$ cat src/logic/muldiv_consts.svh
// constants for the multiply/divide unit and its cpu end
`ifndef MULDIV_CONSTS_SVH
`define MULDIV_CONSTS_SVH
`define ACC_SEL_LOW 2'h0
`define ACC_SEL_HIGH 2'h1
`define ACC_SEL_CTRL 2'h2
`define CTRL_RESET 16'h0000
`define CTRL_OP_LSB 0
`define CTRL_OP_MSB 2
`define CTRL_RESUME_BIT 3
`define CTRL_IN_USE_BIT 4
`define CTRL_STEP_LSB 8
`define CTRL_STEP_MSB 12
`define CTRL_SAVE_VALUE 16'h0010
`define MUL_STEPS 5'h11
`define DIV_STEPS 5'h10
`define LAST_STEP 5'h01
`define SIGNED_MIN_MAG 16'h8000
`endif

$ cat src/logic/muldiv_pkg.sv
// types shared by the multiply/divide unit and its cpu end
package muldiv_pkg;
  typedef enum logic [2:0] {
    unsigned_product_op = 3'b000,
    signed_product_op = 3'b001,
    unsigned_short_quotient_op = 3'b010,
    signed_short_quotient_op = 3'b011,
    unsigned_quotient_op = 3'b100,
    signed_quotient_op = 3'b101
  } op_type;
  typedef enum logic [1:0] {
    unit_idle = 2'b00,
    unit_mul = 2'b01,
    unit_div = 2'b10,
    unit_finish = 2'b11
  } unit_state_type;
  typedef enum logic [3:0] {
    cpu_idle = 4'b0000,
    cpu_wait = 4'b0001,
    cpu_rd_high = 4'b0010,
    cpu_rd_low = 4'b0011,
    cpu_save_rd = 4'b0100,
    cpu_save_wr = 4'b0101,
    cpu_restore = 4'b0110,
    cpu_interrupt_return_op = 4'b0111,
    cpu_interrupt_return_op_wait = 4'b1000
  } cpu_state_type;
endpackage

$ cat src/logic/muldiv_if.sv
// link between the cpu pipeline end and the multiply/divide unit
`timescale 1ns/10ps
`default_nettype none
interface muldiv_if;
  logic op_start;
  muldiv_pkg::op_type op_code;
  logic [15:0] op_addr;
  logic [15:0] operand_a;
  logic [15:0] operand_b;
  logic acc_wr;
  logic acc_rd;
  logic [1:0] acc_sel;
  logic [15:0] acc_wdata;
  logic int_break;
  logic interrupt_return_op_req;
  logic mip_load;
  logic mip_value;
  logic busy;
  logic done;
  logic [15:0] rdata;
  logic rvalid;
  logic too_wide;
  logic mip_flag;
  logic [15:0] ret_addr;
  logic interrupt_return_op_ack;
  logic refetch;
  modport unit_mp (
    input op_start, op_code, op_addr, operand_a, operand_b, acc_wr, acc_rd, acc_sel,
    input acc_wdata, int_break, interrupt_return_op_req, mip_load, mip_value,
    output busy, done, rdata, rvalid, too_wide, mip_flag, ret_addr, interrupt_return_op_ack, refetch
  );
  modport cpu_mp (
    output op_start, op_code, op_addr, operand_a, operand_b, acc_wr, acc_rd, acc_sel,
    output acc_wdata, int_break, interrupt_return_op_req, mip_load, mip_value,
    input busy, done, rdata, rvalid, too_wide, mip_flag, ret_addr, interrupt_return_op_ack, refetch
  );
endinterface
`default_nettype wire

$ cat src/logic/muldiv_unit.sv
// multiply/divide unit: accumulator, control register and iterative datapath
`timescale 1ns/10ps
`default_nettype none
`include "muldiv_consts.svh"
module muldiv_unit (
  input wire logic mclk_i,
  input wire logic resetn_i,
  muldiv_if.unit_mp link,
  output logic [15:0] control_o
);
  // ----------------------------------------
  // helpers
  // ----------------------------------------
  function automatic logic [15:0] mag16(input logic [15:0] v, input logic neg);
    mag16 = neg ? 16'(-v) : v;
  endfunction
  function automatic logic [31:0] mag32(input logic [31:0] v, input logic neg);
    mag32 = neg ? 32'(-v) : v;
  endfunction
  function automatic logic is_signed_op(input muldiv_pkg::op_type op);
    is_signed_op = (op == muldiv_pkg::signed_product_op) ||
      (op == muldiv_pkg::signed_short_quotient_op) || (op == muldiv_pkg::signed_quotient_op);
  endfunction
  function automatic logic is_mul_op(input muldiv_pkg::op_type op);
    is_mul_op = (op == muldiv_pkg::unsigned_product_op) ||
      (op == muldiv_pkg::signed_product_op);
  endfunction

  // ----------------------------------------
  // storage
  // ----------------------------------------
  logic [15:0] accum_low_half;
  logic [15:0] accum_high_half;
  logic [15:0] ctrl;
  muldiv_pkg::unit_state_type state;
  muldiv_pkg::op_type op_q;
  logic [4:0] step;
  logic [17:0] booth_a;
  logic [16:0] booth_q;
  logic booth_q1;
  logic [17:0] mcand;
  logic [16:0] rem;
  logic [15:0] quot;
  logic [15:0] dvs;
  logic neg_q;
  logic neg_r;
  logic div_ovf;
  logic sgn;
  logic [31:0] dividend;
  logic [31:0] dvd_mag;
  logic [15:0] dvs_mag;
  logic neg_dvd;
  logic neg_dvs;
  logic [17:0] booth_sum;
  logic [16:0] div_trial;
  logic [31:0] prod;
  logic [31:0] result;
  logic result_wide;
  logic start_ok;
  logic break_ok;
  logic [15:0] q_signed;
  logic [15:0] r_signed;

  assign control_o = ctrl;
  assign start_ok = link.op_start && (state == muldiv_pkg::unit_idle);
  assign break_ok = link.int_break &&
    ((state == muldiv_pkg::unit_mul) || (state == muldiv_pkg::unit_div));

  // ----------------------------------------
  // operand preparation
  // ----------------------------------------
  always_comb
  begin
    sgn = is_signed_op(link.op_code);
    if (link.op_code == muldiv_pkg::unsigned_quotient_op ||
        link.op_code == muldiv_pkg::signed_quotient_op)
      dividend = {accum_high_half, accum_low_half};
    else
      dividend = {(sgn ? {16{accum_low_half[15]}} : 16'h0000), accum_low_half};
    neg_dvd = sgn && dividend[31];
    neg_dvs = sgn && link.operand_b[15];
    dvd_mag = mag32(dividend, neg_dvd);
    dvs_mag = mag16(link.operand_b, neg_dvs);
  end

  // ----------------------------------------
  // iteration and result
  // ----------------------------------------
  always_comb
  begin
    unique case ({booth_q[0], booth_q1})
      2'b01: booth_sum = booth_a + mcand;
      2'b10: booth_sum = booth_a - mcand;
      default: booth_sum = booth_a;
    endcase
    div_trial = {rem[15:0], quot[15]};
    prod = {booth_a[14:0], booth_q};
    q_signed = neg_q ? 16'(-quot) : quot;
    r_signed = neg_r ? 16'(-rem[15:0]) : rem[15:0];
    if (is_mul_op(op_q))
    begin
      result = prod;
      if (is_signed_op(op_q))
        result_wide = prod[31:16] != {16{prod[15]}};
      else
        result_wide = |prod[31:16];
    end
    else
    begin
      result = {r_signed, q_signed};
      result_wide = div_ovf || (is_signed_op(op_q) && ((quot > `SIGNED_MIN_MAG) ||
        ((quot == `SIGNED_MIN_MAG) && !neg_q)));
    end
  end

  // ----------------------------------------
  // sequencer
  // ----------------------------------------
  always_ff @(posedge mclk_i or negedge resetn_i)
  begin
    if (!resetn_i)
    begin
      state <= muldiv_pkg::unit_idle;
      op_q <= muldiv_pkg::unsigned_product_op;
      step <= 5'h00;
      booth_a <= 18'h00000;
      booth_q <= 17'h00000;
      booth_q1 <= 1'b0;
      mcand <= 18'h00000;
      rem <= 17'h00000;
      quot <= 16'h0000;
      dvs <= 16'h0000;
      neg_q <= 1'b0;
      neg_r <= 1'b0;
      div_ovf <= 1'b0;
      link.busy <= 1'b0;
      link.done <= 1'b0;
    end
    else
    begin
      link.done <= 1'b0;
      unique case (state)
        muldiv_pkg::unit_idle:
        begin
          if (start_ok)
          begin
            op_q <= link.op_code;
            link.busy <= 1'b1;
            if (is_mul_op(link.op_code))
            begin
              // booth over 17-bit sign or zero extended operands
              mcand <= {{2{sgn & link.operand_a[15]}}, link.operand_a};
              booth_q <= {sgn & link.operand_b[15], link.operand_b};
              booth_a <= 18'h00000;
              booth_q1 <= 1'b0;
              step <= `MUL_STEPS;
              state <= muldiv_pkg::unit_mul;
            end
            else
            begin
              rem <= {1'b0, dvd_mag[31:16]};
              quot <= dvd_mag[15:0];
              dvs <= dvs_mag;
              neg_q <= neg_dvd ^ neg_dvs;
              neg_r <= neg_dvd;
              div_ovf <= (dvs_mag == 16'h0000) || (dvd_mag[31:16] >= dvs_mag);
              step <= `DIV_STEPS;
              if ((dvs_mag == 16'h0000) || (dvd_mag[31:16] >= dvs_mag))
                state <= muldiv_pkg::unit_finish;
              else
                state <= muldiv_pkg::unit_div;
            end
          end
        end
        muldiv_pkg::unit_mul, muldiv_pkg::unit_div:
        begin
          if (break_ok)
          begin
            state <= muldiv_pkg::unit_idle;
            link.busy <= 1'b0;
          end
          else
          begin
            if (state == muldiv_pkg::unit_mul)
              {booth_a, booth_q, booth_q1} <= {booth_sum[17], booth_sum, booth_q};
            else if (div_trial >= {1'b0, dvs})
            begin
              rem <= 17'(div_trial - {1'b0, dvs});
              quot <= {quot[14:0], 1'b1};
            end
            else
            begin
              rem <= div_trial;
              quot <= {quot[14:0], 1'b0};
            end
            step <= 5'(step - 5'h01);
            if (step == `LAST_STEP)
              state <= muldiv_pkg::unit_finish;
          end
        end
        muldiv_pkg::unit_finish:
        begin
          state <= muldiv_pkg::unit_idle;
          link.busy <= 1'b0;
          link.done <= 1'b1;
        end
      endcase
    end
  end

  // ----------------------------------------
  // accumulator halves
  // ----------------------------------------
  always_ff @(posedge mclk_i or negedge resetn_i)
  begin
    if (!resetn_i)
    begin
      accum_low_half <= 16'h0000;
      accum_high_half <= 16'h0000;
    end
    else if (state == muldiv_pkg::unit_finish)
    begin
      if (!(div_ovf && !is_mul_op(op_q)))
        {accum_high_half, accum_low_half} <= result;
    end
    else if (link.acc_wr && link.acc_sel == `ACC_SEL_LOW)
      accum_low_half <= link.acc_wdata;
    else if (link.acc_wr && link.acc_sel == `ACC_SEL_HIGH)
      accum_high_half <= link.acc_wdata;
  end

  // ----------------------------------------
  // control register
  // ----------------------------------------
  always_ff @(posedge mclk_i or negedge resetn_i)
  begin
    if (!resetn_i)
      ctrl <= `CTRL_RESET;
    else
    begin
      if (link.acc_wr && link.acc_sel == `ACC_SEL_CTRL)
        ctrl <= link.acc_wdata;
      if (break_ok)
      begin
        ctrl[`CTRL_OP_MSB:`CTRL_OP_LSB] <= op_q;
        ctrl[`CTRL_STEP_MSB:`CTRL_STEP_LSB] <= step;
        ctrl[`CTRL_RESUME_BIT] <= 1'b1;
      end
      else if (link.done)
        ctrl[`CTRL_RESUME_BIT] <= 1'b0;
      // set wins over the clear by a low-half read
      if (start_ok || (link.acc_wr && link.acc_sel != `ACC_SEL_CTRL))
        ctrl[`CTRL_IN_USE_BIT] <= 1'b1;
      else if (link.acc_rd && link.acc_sel == `ACC_SEL_LOW)
        ctrl[`CTRL_IN_USE_BIT] <= 1'b0;
    end
  end

  // ----------------------------------------
  // status flags and return address
  // ----------------------------------------
  always_ff @(posedge mclk_i or negedge resetn_i)
  begin
    if (!resetn_i)
    begin
      link.too_wide <= 1'b0;
      link.mip_flag <= 1'b0;
      link.ret_addr <= 16'h0000;
      link.interrupt_return_op_ack <= 1'b0;
      link.refetch <= 1'b0;
    end
    else
    begin
      link.interrupt_return_op_ack <= link.interrupt_return_op_req;
      link.refetch <= link.interrupt_return_op_req && link.mip_flag;
      if (state == muldiv_pkg::unit_finish)
        link.too_wide <= result_wide;
      if (start_ok)
        link.ret_addr <= link.op_addr;
      if (break_ok)
        link.mip_flag <= 1'b1;
      else if (link.interrupt_return_op_req)
        link.mip_flag <= 1'b0;
      else if (link.mip_load)
        link.mip_flag <= link.mip_value;
    end
  end

  // ----------------------------------------
  // read port
  // ----------------------------------------
  always_ff @(posedge mclk_i or negedge resetn_i)
  begin
    if (!resetn_i)
    begin
      link.rdata <= 16'h0000;
      link.rvalid <= 1'b0;
    end
    else
    begin
      link.rvalid <= link.acc_rd;
      if (link.acc_rd)
      begin
        unique case (link.acc_sel)
          `ACC_SEL_LOW: link.rdata <= accum_low_half;
          `ACC_SEL_HIGH: link.rdata <= accum_high_half;
          `ACC_SEL_CTRL: link.rdata <= ctrl;
          default: link.rdata <= 16'h0000;
        endcase
      end
    end
  end
endmodule
`default_nettype wire

$ cat src/flat_wrapper.sv
// flat-port wrapper written by rule: the top's interface ports become plain ports
module muldiv_unit_flat 
  (mclk_i, resetn_i, control_o, link_op_start, link_op_code, link_op_addr, link_operand_a, link_operand_b, link_acc_wr, link_acc_rd, link_acc_sel, link_acc_wdata, link_int_break, link_interrupt_return_op_req, link_mip_load, link_mip_value, link_busy, link_done, link_rdata, link_rvalid, link_too_wide, link_mip_flag, link_ret_addr, link_interrupt_return_op_ack, link_refetch);
  muldiv_if link_i ();
  input wire logic mclk_i;
  input wire logic resetn_i;
  output logic [15:0] control_o;
  input wire logic [$bits(link_i.op_start)-1:0] link_op_start;
  input wire logic [$bits(link_i.op_code)-1:0] link_op_code;
  input wire logic [$bits(link_i.op_addr)-1:0] link_op_addr;
  input wire logic [$bits(link_i.operand_a)-1:0] link_operand_a;
  input wire logic [$bits(link_i.operand_b)-1:0] link_operand_b;
  input wire logic [$bits(link_i.acc_wr)-1:0] link_acc_wr;
  input wire logic [$bits(link_i.acc_rd)-1:0] link_acc_rd;
  input wire logic [$bits(link_i.acc_sel)-1:0] link_acc_sel;
  input wire logic [$bits(link_i.acc_wdata)-1:0] link_acc_wdata;
  input wire logic [$bits(link_i.int_break)-1:0] link_int_break;
  input wire logic [$bits(link_i.interrupt_return_op_req)-1:0] link_interrupt_return_op_req;
  input wire logic [$bits(link_i.mip_load)-1:0] link_mip_load;
  input wire logic [$bits(link_i.mip_value)-1:0] link_mip_value;
  output wire logic [$bits(link_i.busy)-1:0] link_busy;
  output wire logic [$bits(link_i.done)-1:0] link_done;
  output wire logic [$bits(link_i.rdata)-1:0] link_rdata;
  output wire logic [$bits(link_i.rvalid)-1:0] link_rvalid;
  output wire logic [$bits(link_i.too_wide)-1:0] link_too_wide;
  output wire logic [$bits(link_i.mip_flag)-1:0] link_mip_flag;
  output wire logic [$bits(link_i.ret_addr)-1:0] link_ret_addr;
  output wire logic [$bits(link_i.interrupt_return_op_ack)-1:0] link_interrupt_return_op_ack;
  output wire logic [$bits(link_i.refetch)-1:0] link_refetch;
  assign link_i.op_start = link_op_start;
  assign link_i.op_code = link_op_code;
  assign link_i.op_addr = link_op_addr;
  assign link_i.operand_a = link_operand_a;
  assign link_i.operand_b = link_operand_b;
  assign link_i.acc_wr = link_acc_wr;
  assign link_i.acc_rd = link_acc_rd;
  assign link_i.acc_sel = link_acc_sel;
  assign link_i.acc_wdata = link_acc_wdata;
  assign link_i.int_break = link_int_break;
  assign link_i.interrupt_return_op_req = link_interrupt_return_op_req;
  assign link_i.mip_load = link_mip_load;
  assign link_i.mip_value = link_mip_value;
  assign link_busy = link_i.busy;
  assign link_done = link_i.done;
  assign link_rdata = link_i.rdata;
  assign link_rvalid = link_i.rvalid;
  assign link_too_wide = link_i.too_wide;
  assign link_mip_flag = link_i.mip_flag;
  assign link_ret_addr = link_i.ret_addr;
  assign link_interrupt_return_op_ack = link_i.interrupt_return_op_ack;
  assign link_refetch = link_i.refetch;
  muldiv_unit u_core (.mclk_i(mclk_i), .resetn_i(resetn_i), .link(link_i), .control_o(control_o));
endmodule
$ cat config.mk
export PLATFORM = sky130hd
export DESIGN_NAME = muldiv_unit_flat
export DESIGN_NICKNAME = d
export VERILOG_FILES = /design/src/logic/muldiv_pkg.sv /design/src/logic/muldiv_if.sv /design/src/logic/muldiv_unit.sv /design/src/flat_wrapper.sv
export VERILOG_INCLUDE_DIRS = /design/src /design/src/logic
export SDC_FILE = /design/constraint.sdc
export NUM_CORES = 1
export LEC_CHECK = 0
export BUFFER_PORTS_ARGS = -buffer_cell sky130_fd_sc_hd__buf_2
export CAP_MARGIN = 15
export CORE_MARGIN = 3
export CORE_UTILIZATION = 45
export CTS_BUF_LIST = sky130_fd_sc_hd__clkbuf_16
export CTS_CLUSTER_DIAMETER = 100
export DETAILED_ROUTE_END_ITERATION = 16
export GPL_ROUTABILITY_DRIVEN = 0
export HOLD_SLACK_MARGIN = 0.02
export PLACE_DENSITY_LB_ADDON = 0.08
export SYNTH_ARGS = -nofsm -noshare
export SYNTH_HDL_FRONTEND = slang
export SYNTH_SLANG_ARGS = --single-unit
export TNS_END_PERCENT = 10
$ cat constraint.sdc
create_clock -name mclk_i -period 10.15 [get_ports mclk_i]
set_clock_uncertainty 0.1 [all_clocks]
set_input_delay 1.015 -clock mclk_i [delete_from_list [all_inputs] [get_ports mclk_i]]
set_output_delay 1.015 -clock mclk_i [all_outputs]
set_load 0.005 [all_outputs]
Word level (Yosys, flattened, before mapping). Cells that the tools add are included.

Bits in registers: 201. Bits in latches: 0. RAM bits: 0. Memory bits (read-only): 0. Input bits: 78. Output and inout port bits: 55. Logic and storage cells: 191. Memories kept: 0.

Add/sub/neg operators: 8. Multipliers: 0. Div/mod/pow operators: 0. $lt $le $gt $ge: 3. Equality and inequality tests: 28. Shifts and indexed selects: 0. Muxes and demuxes: 69. Bitwise operators: 4. Reductions and logical operators: 51.

Operators with widths (number): 2-to-1 mux 16 bit (20); 2-to-1 mux 32 bit (3); 2-to-1 mux 18 bit (4); one-hot mux 18 bit (2 select lines) (2); 2-to-1 mux 17 bit (4); one-hot mux 16 bit (2 select lines) (2); negation 16 bit (3); one-hot mux 16 bit (3 select lines) (1); one-hot mux 17 bit (2 select lines) (1); negation 32 bit (1); 2-to-1 mux 1 bit (19); adder 18 bit (1); subtractor 18 bit (1); >= comparator 17 x 16 -> 1 bit (1); equality test 16 bit (second input constant) (1); >= comparator 16 bit (1); > comparator 16 bit (second input constant) (1); zero test 16 bit (1); != test 16 bit (1); OR reduction 16 bit (1); subtractor 16 bit (1); 2-to-1 mux 5 bit (3); logical AND 1 bit (13); 2-to-1 mux 13 bit (1); 29 further kinds (76).

Logic depth before layout (Yosys ltp). Gate-level depths: netlist of run 1.

Depth in word-level cells: 13. Mapped depth: 20. Gate-level depth less buffers: 20.

Worst setup path before layout of run 1. Ideal clock, no wire load.

Path type: input port to flip-flop. Start point: input port link_op_code[2]. End point: register u_core.state[0]. Setup time: 0.118 ns. Arrival: 3.936 ns. Required time: 9.932 ns. Path slack: 5.996 ns. Stages on the path: 18. Path buffers: 2. Path through: nor2b_1 -> buf_2 -> a21oi_1 -> or3_1 -> clkbuf_1 -> nor3b_1 -> a21oi_1 -> o21ai_1 -> ha_1 -> a21o_1 -> a21o_1 -> a21o_1 -> a21o_1 -> a2111oi_0 -> o21ai_0 -> nor2_1 -> a311oi_1 -> a21o_1.

Word-level cells in the longest chain between the ends: 13. Elaborated cells between the ends (all ways): 23. Those cells by class: 1 x add/sub; 1 x order compare; 4 x eq/ne; 8 x mux; 9 x reduce/logical.

Ends and longest elaborated chain: start: declaration (line flat_wrapper.sv:9) `input wire logic [$bits(link_i.op_code)-1:0] link_op_code;`; equality test 3 x 1 -> 1 bit or equality test 3 x 2 -> 1 bit (tied branches) (line muldiv_unit.sv:21, muldiv_unit.sv:26, muldiv_unit.sv:22); logical OR 1 bit (line muldiv_unit.sv:21) `is_signed_op = (op == muldiv_pkg::signed_product_op) ||`; logical OR 1 bit (line muldiv_unit.sv:22) `(op == muldiv_pkg::signed_short_quotient_op) || (op == muldiv_pkg::signed_quotient_op);`; 2-to-1 mux 16 bit (line muldiv_unit.sv:79) `dividend = {(sgn ? {16{accum_low_half[15]}} : 16'h0000), accum_low_half};`; 2-to-1 mux 32 bit (line muldiv_unit.sv:75) `if (link.op_code == muldiv_pkg::unsigned_quotient_op ||`; negation 32 bit or logical AND 1 bit (tied branches) (line muldiv_unit.sv:18, muldiv_unit.sv:80); 2-to-1 mux 32 bit (line muldiv_unit.sv:18) `mag32 = neg ? 32'(-v) : v;`; >= comparator 16 bit (line muldiv_unit.sv:168) `if ((dvs_mag == 16'h0000) || (dvd_mag[31:16] >= dvs_mag))`; logical OR 1 bit (line muldiv_unit.sv:168); 2-to-1 mux 1 bit (line muldiv_unit.sv:168); 2-to-1 mux 2 bit (*) (line muldiv_unit.sv:149) `if (is_mul_op(link.op_code))`; 2-to-1 mux 2 bit (*) (line muldiv_unit.sv:145) `if (start_ok)`; one-hot mux 2 bit (3 select lines) (*) (line muldiv_unit.sv:142) `unique case (state)`; end signal: assignment (line muldiv_unit.sv:157) `state <= muldiv_pkg::unit_mul;`; end signal: assignment (line muldiv_unit.sv:169) `state <= muldiv_pkg::unit_finish;`; end signal: assignment (line muldiv_unit.sv:171) `state <= muldiv_pkg::unit_div;`; end: declaration (line muldiv_unit.sv:35) `muldiv_pkg::unit_state_type state;`.

Every way passes the cells marked *; elsewhere a longest branch is shown, timed or not. The select of a mux whose other input is x is not followed. A chain may end at the register's enable or synchronous reset.

Worst setup path after layout of run 1. Ends and elaborated chain as after synthesis.

==> results_dict.tcl, run 1 <==
set metrics [dict create \
    status "completed" \
    required_ns 10.40 \
    path_class "in -> reg" \
    synth_commonest_cells "nand2_1, dfrtp_1, o21ai_0, a21oi_1, nor2_1" \
    maxCapViolCount 0 \
    cts_buffer_depth 2 \
    slew_headroom 0.241 \
    cts_tree "yes" \
    synth.most_common_cell "nand2_1" \
    pre_cts_slack_ns 4.42 \
    max_freq_mhz 186 \
    synthXorXnorAreaFrac 0.0716 \
    p_leak_nw 6.62 \
    design_area_sq_um 14900 \
    power_density_nw_per_um2 360 \
    min_path_cells 1 \
    io-pin-count 133 \
    synth_compound_area_frac 0.206 \
    die-area_sq_um 32000 \
    portBuffers 132 \
    tns_ns 0 \
    clk_latency_ns 0.46 \
    syn-cell-area_sq_um 13500 \
    comb_power_share 0.580 \
    grt_overflow 0 \
    fin_crit_ns 5.38 \
    rows 62 \
    post-route-period-util 0.530 \
    drt-total-wl_um 40500 \
    start_util 0.463 \
    synthCells 1596 \
    ant_nets 0 \
    finalHoldViolations 0 \
    min_path_type "reg -> reg" \
    placed_cell_area_sq_um 14400 \
    antenna_found_initial 0 \
    slew_viol_final 0 \
    clkTransAtPathRegs_ns 0.08 \
    diodes 0 \
    via_per_inst 5.74 \
    yosysSeqAreaShare 0.372 \
    hold_buffers 0 \
    drc 0 \
    cp-start-kind "primary input" \
    cts_buffers 17 \
    ys_top_cells_by_area "dfrtp_1, o21ai_0, a21oi_1, ha_1, nand2_1" \
    synth_nets 1738 \
    rsz0062_at_grt "false" \
    dp_hpwl_um 30800 \
    syn_avg_cell_area_sq_um 8.44 \
    postCtsSetupBuffers 0 \
    whs_ns 0.362 \
    vias 11886 \
    cts.sinks 200 \
    worst_pin_slew_ns 1.14 \
    p_int_mw 2.73 \
    critPathMaxFanout 17 \
    r2r_start "u_core.accum_low_half[15]$_DFFE_PN0P_" \
    power_mw 5.38 \
    grt_pass1_vias 11101 \
    layout-drive-gt1-share 0.147 \
    root_buffer "clkbuf_16" \
    reg2reg_to "u_core.state[0]$_DFFE_PN0P_" \
    finalSetupViolCount 0 \
    switchingPower_mw 2.65 \
    async_flop_share 1.00 \
    synth_top_area_share 0.372 \
    min_to "u_core.control_o[3]$_DFFE_PN0P_" \
    cts_resized 0 \
    endpoint_kind "register" \
    seq_power_share 0.295 \
    grt_max_degree 80 \
    die_height_um 179 \
    area_growth_pct 11.0 \
    core_area_sq_um 29100 \
    yosysWarnings 0 \
    routedWlPerCell_um 19.6 \
    synth_seq_cells 200 \
    synth_edf_count 0 \
    track_usage 0.255 \
    dp_cells 2037 \
    synthDistinctLibCells 76 \
    grt_first_pass_wirelength_um 62900 \
    synth_top_family_by_area "compound AO/OA/AOI/OAI gates" \
    min_from "u_core.link.done$_DFF_PN0_" \
    fin_nets 1815 \
    layout.cells.non_filler 2070 \
    cts_htree_levels 4 \
    muxShareOfSynthArea 0.0758 \
    peakVddDrop_v 0.000194 \
    yosys.area_share.simple 0.174 \
    die-width_um 179 \
    yosysTopAreaCell "dfrtp_1" \
    fin_util 0.514 \
    reg2regPathDepth 16 \
    switching_share 0.493 \
    fin_ws_ns 4.77 \
    p_clk_frac 0.125 \
    first_iter_violations 1001 \
    synth-main-ff-cell "dfrtp_1" \
    cp_data_arrival_time_ns 5.63 \
    synthAdderAreaFrac 0.0606 \
    dr.pass1.iters 5 \
    worst-r2r-setup-slack_ns 5.53 \
]
==> cells in the final DEF (no fill, tap or decap), types with 5 or more instances in the layout <==
cell type,count
mux2i_1,57
inv_1,49
nor2_1,142
xor2_1,53
o31ai_1,14
buf_2,131
a31oi_1,6
nand2b_1,19
nor2b_1,24
nand2_1,204
o21ai_0,180
dfrtp_1,200
nor4_1,10
or3_1,11
or4_1,6
nand3_1,16
a22o_1,5
o211ai_1,11
o21ai_1,25
nand4_1,10
clkbuf_16,17
a21oi_1,154
ha_1,60
a21o_1,21
xnor2_1,54
mux2_2,40
a211oi_1,17
nor3_1,28
buf_4,13
==> layout make-up <==
class	count	area, sq um
clock buffers	17	425
clock inverters	15	135
fillers	2869	14100
inverters	49	184
multi-input cells	1260	7950
flip-flops and latches	200	5000
well taps	384	480
repair buffers	145	767
==> per-layer routing <==
layer | part of all wire | global-route usage | vias to the layer above
li1 | - | - | 5754
met1 | 0.46 | 0.362 | 5674
met2 | 0.45 | 0.395 | 386
met3 | 0.057 | 0.0409 | 72
met4 | 0.033 | 0.0899 | 0
met5 | 0 | 0 | -
==> power groups by stage <==
stage	clock, mW	sequential [mW]	combinational, mW
2_1_floorplan	0	1.43	2.37
3_3_place_gp	0	1.58	3.05
3_5_place_dp	0	1.59	3.11
4_1_cts	0.689	1.58	3.12
5_1_grt	0.722	1.64	3.51
6_report	0.674	1.59	3.12
==> registers in the layout (all words and copies together), names as in the netlist, 2 cells and up <==
signal	flops
u_core.accum_high_half	16
u_core.accum_low_half	16
u_core.booth_a	17
u_core.booth_q	17
u_core.control_o	16
u_core.dvs	16
u_core.link.rdata	16
u_core.link.ret_addr	16
u_core.mcand	17
u_core.op_q	3
u_core.quot	16
u_core.rem	16
u_core.state	2
u_core.step	5
==> how the worst max path moves through the flow <==
stage	from	slack, ns	endpoint	cells past startpoint
2_1_floorplan	link_op_code[2]	6.00	u_core.state[0]$_DFFE_PN0P_	18
3_3_place_gp	link_op_code[2]	4.58	u_core.state[0]$_DFFE_PN0P_	17
3_5_place_dp	link_op_code[2]	4.42	u_core.state[0]$_DFFE_PN0P_	17
4_1_cts	link_op_code[2]	4.87	u_core.state[0]$_DFFE_PN0P_	17
5_1_grt	link_op_code[2]	4.49	u_core.state[0]$_DFFE_PN0P_	17
6_report	link_op_code[2]	4.77	u_core.state[0]$_DFFE_PN0P_	17
==> worst max-delay path: stages <==
cell and delay [ns]:
buf_2 0.16, nor2b_1 0.91, a21oi_1 0.34, or3_1 0.53
nor3b_1 0.24, a21oi_1 0.06, o21ai_1 0.17, ha_1 0.25
a21o_1 0.16, a21o_1 0.17, a21o_1 0.18, a21o_1 0.18
a2111oi_0 0.42, o21ai_0 0.20, nor2_1 0.31, a311oi_1 0.14
a21o_1 0.17
==> cells by family after synthesis <==
group,Yosys count
adders and majority gates,64
and+or+nand+nor,509
buffers and inverters,136
DFF,200
AOI/OAI and AO/OA,482
muxes,97
xor gates and xnor gates,108
No activity file was read; power rests on OpenSTA's default activity.
==> run 2: changes to the inputs <==
==> constraint.sdc (replaced) <==
create_clock -name mclk_i -period 4.8 [get_ports mclk_i]
set_clock_uncertainty 0.1 [all_clocks]
set_input_delay 0.48 -clock mclk_i [delete_from_list [all_inputs] [get_ports mclk_i]]
set_output_delay 0.48 -clock mclk_i [all_outputs]
set_load 0.005 [all_outputs]
==> run 2 against run 1 <==
  * First-iteration DRC count rose by 5.5%
  * Die area did not move
  * Final cell count rose by 0.72%
  * Power rose by 110%
  * Sequential share of layout area fell by 0.45 points
  * Clock power rose by 130%
==> results_dict.tcl, run 2 (synthesis gave the netlist of run 1 again) <==
set metrics [dict create \
    status "completed" \
    cts_resized 0 \
    crit_path_frequent_cell "a21o_1" \
    via_per_inst 5.70 \
    crit_family "simple AND/OR/NAND/NOR gates" \
    slowest_stage "dfrtp_1" \
    cts_buffers 17 \
    maxCapViolCount 0 \
    design_area_sq_um 15200 \
    fin_ws_ns 0.396 \
    layout-drive-gt1-share 0.154 \
    path_class "reg -> reg" \
    rsz0062_at_grt "false" \
    grt_max_degree 89 \
    grt_first_pass_wirelength_um 62000 \
    grt_pass1_vias 10836 \
    fin_crit_ns 4.40 \
    postCtsSetupBuffers 0 \
    max_freq_mhz 227 \
    dp_cells 2052 \
    whs_ns 0.0627 \
    worst-path-buf-inv 1 \
    placed_cell_area_sq_um 14500 \
    finalHoldViolations 0 \
    ant_nets 0 \
    final_cell_mix "nand2_1, dfrtp_1, o21ai_0" \
    power_density_nw_per_um2 762 \
    cp-start-kind "register" \
    p_leak_nw 6.73 \
    layout_commonest_cell "nand2_1" \
    cts_htree_levels 4 \
    die-area_sq_um 32000 \
    fin_util 0.521 \
    drc 0 \
    portBuffers 132 \
    io-pin-count 133 \
    area_growth_pct 12.5 \
    die_height_um 179 \
    die-width_um 179 \
    clkTransAtPathRegs_ns 0.08 \
    largestRegisters "u_core.booth_a (17), u_core.booth_q (17), u_core.mcand (17)" \
    pre_cts_slack_ns 0.351 \
    layout.cells.non_filler 2085 \
    cts.sinks 200 \
    clk_latency_ns 0.45 \
    drt-total-wl_um 40400 \
    root_buffer "clkbuf_16" \
    slew_headroom 0.265 \
    first_iter_violations 1056 \
    grt_overflow 0 \
    finalSetupViolCount 0 \
    antenna_found_initial 1 \
    crit_path_cell_trace "inv_1 > ha_1 > nor4b_2 > nand2_1 > or2_1 > or3_4 > nand2_1 > xor2_1 > ha_1 > a21o_1 > a21o_1 > a21o_1 > a2111oi_0 > o21ai_0 > nor2_1 > a311oi_1 > a21o_1" \
    fin_nets 1830 \
    hold_buffers 1 \
    cp_data_arrival_time_ns 4.65 \
    critPathMaxFanout 5 \
    core_area_sq_um 29100 \
    min_path_type "in -> reg" \
    tns_ns 0 \
    worst_pin_slew_ns 1.10 \
    fillers 2851 \
    max_stage_delay_ns 0.45 \
    diodes 0 \
    power_mw 11.5 \
    endpoint_kind "register" \
    dr.pass1.iters 5 \
    routedWlPerCell_um 19.4 \
    slew_viol_final 0 \
    cts_tree "yes" \
    vias 11883 \
    rows 62 \
    cts_buffer_depth 2 \
    start_util 0.463 \
    track_usage 0.252 \
    dp_hpwl_um 31000 \
    post-route-period-util 0.917 \
    peakVddDrop_v 0.000313 \
    required_ns 5.04 \
]
## run 2: cell type report
cell class | instances | area (sq um) | share of cell area
inverter | 49 | 184 | 0.0121
tap | 384 | 480 | 0.0317
clock inverter | 15 | 218 | 0.0144
timing repair buffer | 160 | 895 | 0.0590
clock buffer | 17 | 425 | 0.0281
multi-input combinational | 1260 | 7950 | 0.524
sequential | 200 | 5000 | 0.330
## run 2: report_power, final
group          leakage [nW]  switching [mW]  total, mW  internal, mW
combinational          3.96            3.95       6.65          2.70
clock                 0.309           0.803       1.57         0.769
sequential             2.46           0.911       3.33          2.42
total                  6.73            5.66       11.5          5.89
## run 2: path summary, 6_finish.rpt
check                      slack [ns]  cells after the start                                            end                                 start
max                              0.40                     17                    u_core.state[0]$_DFFE_PN0P_  u_core.accum_low_half[1]$_DFFE_PN0P_
min                              0.06                      1  u_core.link.interrupt_return_op_ack$_DFF_PN0_          link_interrupt_return_op_req
max reg2reg                      0.40                     17                    u_core.state[0]$_DFFE_PN0P_  u_core.accum_low_half[1]$_DFFE_PN0P_
min reg2reg                      0.36                      1                u_core.control_o[3]$_DFFE_PN0P_            u_core.link.done$_DFF_PN0_
max in group asynchronous        3.08                      3           u_core.accum_low_half[3]$_DFFE_PN0P_                              resetn_i
min in group asynchronous        0.53                      2                      u_core.dvs[9]$_DFFE_PN0P_                              resetn_i
## run 2: routing by layer
layer | global-route usage | wire, um
met5 | 0 | 9
met4 | 0.0711 | 943
met3 | 0.0470 | 2540
met2 | 0.388 | 18200
met1 | 0.363 | 18700
==> run 3: changes to the inputs <==
--- a/config.mk
+++ b/config.mk
@@ -8,7 +8,7 @@
 export LEC_CHECK = 0
 export BUFFER_PORTS_ARGS = -buffer_cell sky130_fd_sc_hd__buf_2
 export CAP_MARGIN = 15
-export CORE_MARGIN = 3
+export CORE_MARGIN = 2
 export CORE_UTILIZATION = 45
 export CTS_BUF_LIST = sky130_fd_sc_hd__clkbuf_16
 export CTS_CLUSTER_DIAMETER = 100
==> run 3 against run 2 <==
  * Clock power is 3% lower
  * Highest routed layer is now met4
  * Critical path depth stayed put
  * Critical path type unchanged
  * Clock-buffer cell count stayed put
  * Utilization is 1.0 points lower
  * Critical endpoint unchanged
  * The flow now finishes with violations (negative hold slack)
  * Sequential share of layout area is 0.13 points higher
  * Register-to-register slack better by 0.04 ns
  * Wire length is 0.17% lower
  * Maximum frequency is 0.95% higher
  * Global-route usage is 1.4 points higher
==> results_dict.tcl, run 3 (synthesis gave the netlist of run 1 again) <==
set metrics [dict create \
    status "finished with violations" \
    failed_checks "negative hold slack" \
    area_growth_pct 12.1 \
    finalSetupViolCount 0 \
    clkTransAtPathRegs_ns 0.08 \
    fin_crit_ns 4.36 \
    finalHoldViolations 3 \
    via_per_inst 5.68 \
    die-area_sq_um 31300 \
    required_ns 5.05 \
    slew_headroom 0.389 \
    die-width_um 177 \
    cts_buffers 17 \
    dp_hpwl_um 30700 \
    cts_resized 0 \
    core_area_sq_um 29600 \
    grt_first_pass_wirelength_um 63900 \
    r2r_start "u_core.accum_low_half[1]$_DFFE_PN0P_" \
    clk_latency_ns 0.46 \
    grt_pass1_vias 11316 \
    diodes 0 \
    largestRegisters "u_core.booth_a (17), u_core.booth_q (17), u_core.mcand (17)" \
    antenna_found_initial 0 \
    p_leak_nw 6.71 \
    power_density_nw_per_um2 758 \
    layout-drive-gt1-share 0.152 \
    maxCapViolCount 0 \
    max_freq_mhz 229 \
    vias 11879 \
    die_height_um 177 \
    layout.cells.non_filler 2090 \
    track_usage 0.266 \
    post-route-period-util 0.909 \
    grt_max_degree 93 \
    layout_commonest_cell "nand2_1" \
    start_util 0.456 \
    first_iter_violations 996 \
    path_class "reg -> reg" \
    critPathMaxFanout 5 \
    final_cell_mix "nand2_1, dfrtp_1, o21ai_0" \
    dp_cells 2057 \
    portBuffers 132 \
    drt-total-wl_um 40300 \
    routedWlPerCell_um 19.3 \
    cts_tree "yes" \
    startpoint "u_core.accum_low_half[1]$_DFFE_PN0P_" \
    rsz0062_at_grt "false" \
    cp_data_arrival_time_ns 4.62 \
    tns_ns 0 \
    cp-start-kind "register" \
    ant_nets 0 \
    peakVddDrop_v 0.000354 \
    grt_overflow 0 \
    root_buffer "clkbuf_16" \
    cts.sinks 200 \
    hold_buffers 0 \
    rows 63 \
    min_path_type "in -> async" \
    postCtsSetupBuffers 0 \
    worst_pin_slew_ns 0.914 \
    dr.pass1.iters 5 \
    slew_viol_final 0 \
    cts_htree_levels 4 \
    fillers 2869 \
    whs_ns -0.00846 \
    drc 0 \
    endpoint_kind "register" \
    io-pin-count 133 \
    cts_buffer_depth 2 \
    fin_nets 1829 \
]
==> run 3: cell types whose count changed in the layout (fill, tap and decap cells not counted) <==
cell / delta
buf_12: -1
buf_4: +1
bufinv_16: +2
clkinv_1: +3
clkinv_2: +2
clkinv_4: +3
clkinv_8: -7
clkinvlp_4: +1
dlygate4sd3_1: -1
inv_12: -1
inv_6: -2
inv_8: -1
==> run 3: cell type report <==
cell class                 count  area [sq um]  share of cell area
multi-input combinational   1260          7950               0.526
clock inverter                15           174              0.0115
clock buffer                  17           425              0.0282
timing repair buffer         159           872              0.0578
sequential                   200          5000               0.332
tap                          390           488              0.0323
inverter                      49           184              0.0122
==> run 3: critical path, stage by stage (launching register included) <==
cell       delay (ns)
dfrtp_1          0.45
inv_1            0.12
ha_1             0.19
nor4b_2          0.25
nand2_1          0.20
or2_1            0.29
or3_4            0.41
nand2_1          0.10
xor2_1           0.18
ha_1             0.26
a21o_1           0.16
a21o_1           0.17
a21o_1           0.18
a2111oi_0        0.38
o21ai_0          0.15
nor2_1           0.35
a311oi_1         0.15
a21o_1           0.17
==> run 3: where the power goes <==
part / internal [mW] / switching, mW / total [mW]
combinational: 2.71 / 3.90 / 6.60
clock: 0.822 / 0.694 / 1.52
sequential: 2.42 / 0.908 / 3.33
total: 5.95 / 5.50 / 11.4
==> run 3: through the flow <==
step / cell area (sq um) / hold WS, ns / worst slack [ns] / utilization / power (mW)
after floorplan: 13500 / 0.0844 / 1.18 / - / 8.04
after global placement: 14500 / 0.360 / 0.503 / 0.490 / 9.78
after detailed placement: 14500 / 0.367 / 0.417 / 0.490 / 9.90
after CTS: 15100 / 0.0203 / 0.472 / 0.510 / 11.5
after global routing: 15100 / 0.0304 / 0.311 / 0.511 / 12.5
final: 15100 / -0.00846 / 0.438 / 0.511 / 11.4
==> run 3: worst paths after layout <==
path / cells past startpoint / endpoint / slack (ns)
worst max-delay path: 17 / u_core.state[0]$_DFFE_PN0P_ / 0.44
worst min-delay path: 1 / u_core.booth_q[10]$_DFFE_PN0P_ / -0.008
worst max register to register: 17 / u_core.state[0]$_DFFE_PN0P_ / 0.44
worst min register to register: 2 / u_core.div_ovf$_DFFE_PN0P_ / 0.38
max in group asynchronous: 2 / u_core.link.rdata[0]$_DFFE_PN0P_ / 3.46
min in group mclk_i: 1 / u_core.link.interrupt_return_op_ack$_DFF_PN0_ / 0.05
==> run 3: routing by layer <==
layer | part of all wire | vias up | wire length (um) | track usage
met1 | 0.46 | 5691 | 18700 | 0.368
met2 | 0.45 | 348 | 18100 | 0.414
met4 | 0.034 | 0 | 1360 | 0.104
met5 | 0 | - | 0 | 0
met3 | 0.054 | 49 | 2160 | 0.0460
li1 | - | 5791 | - | -
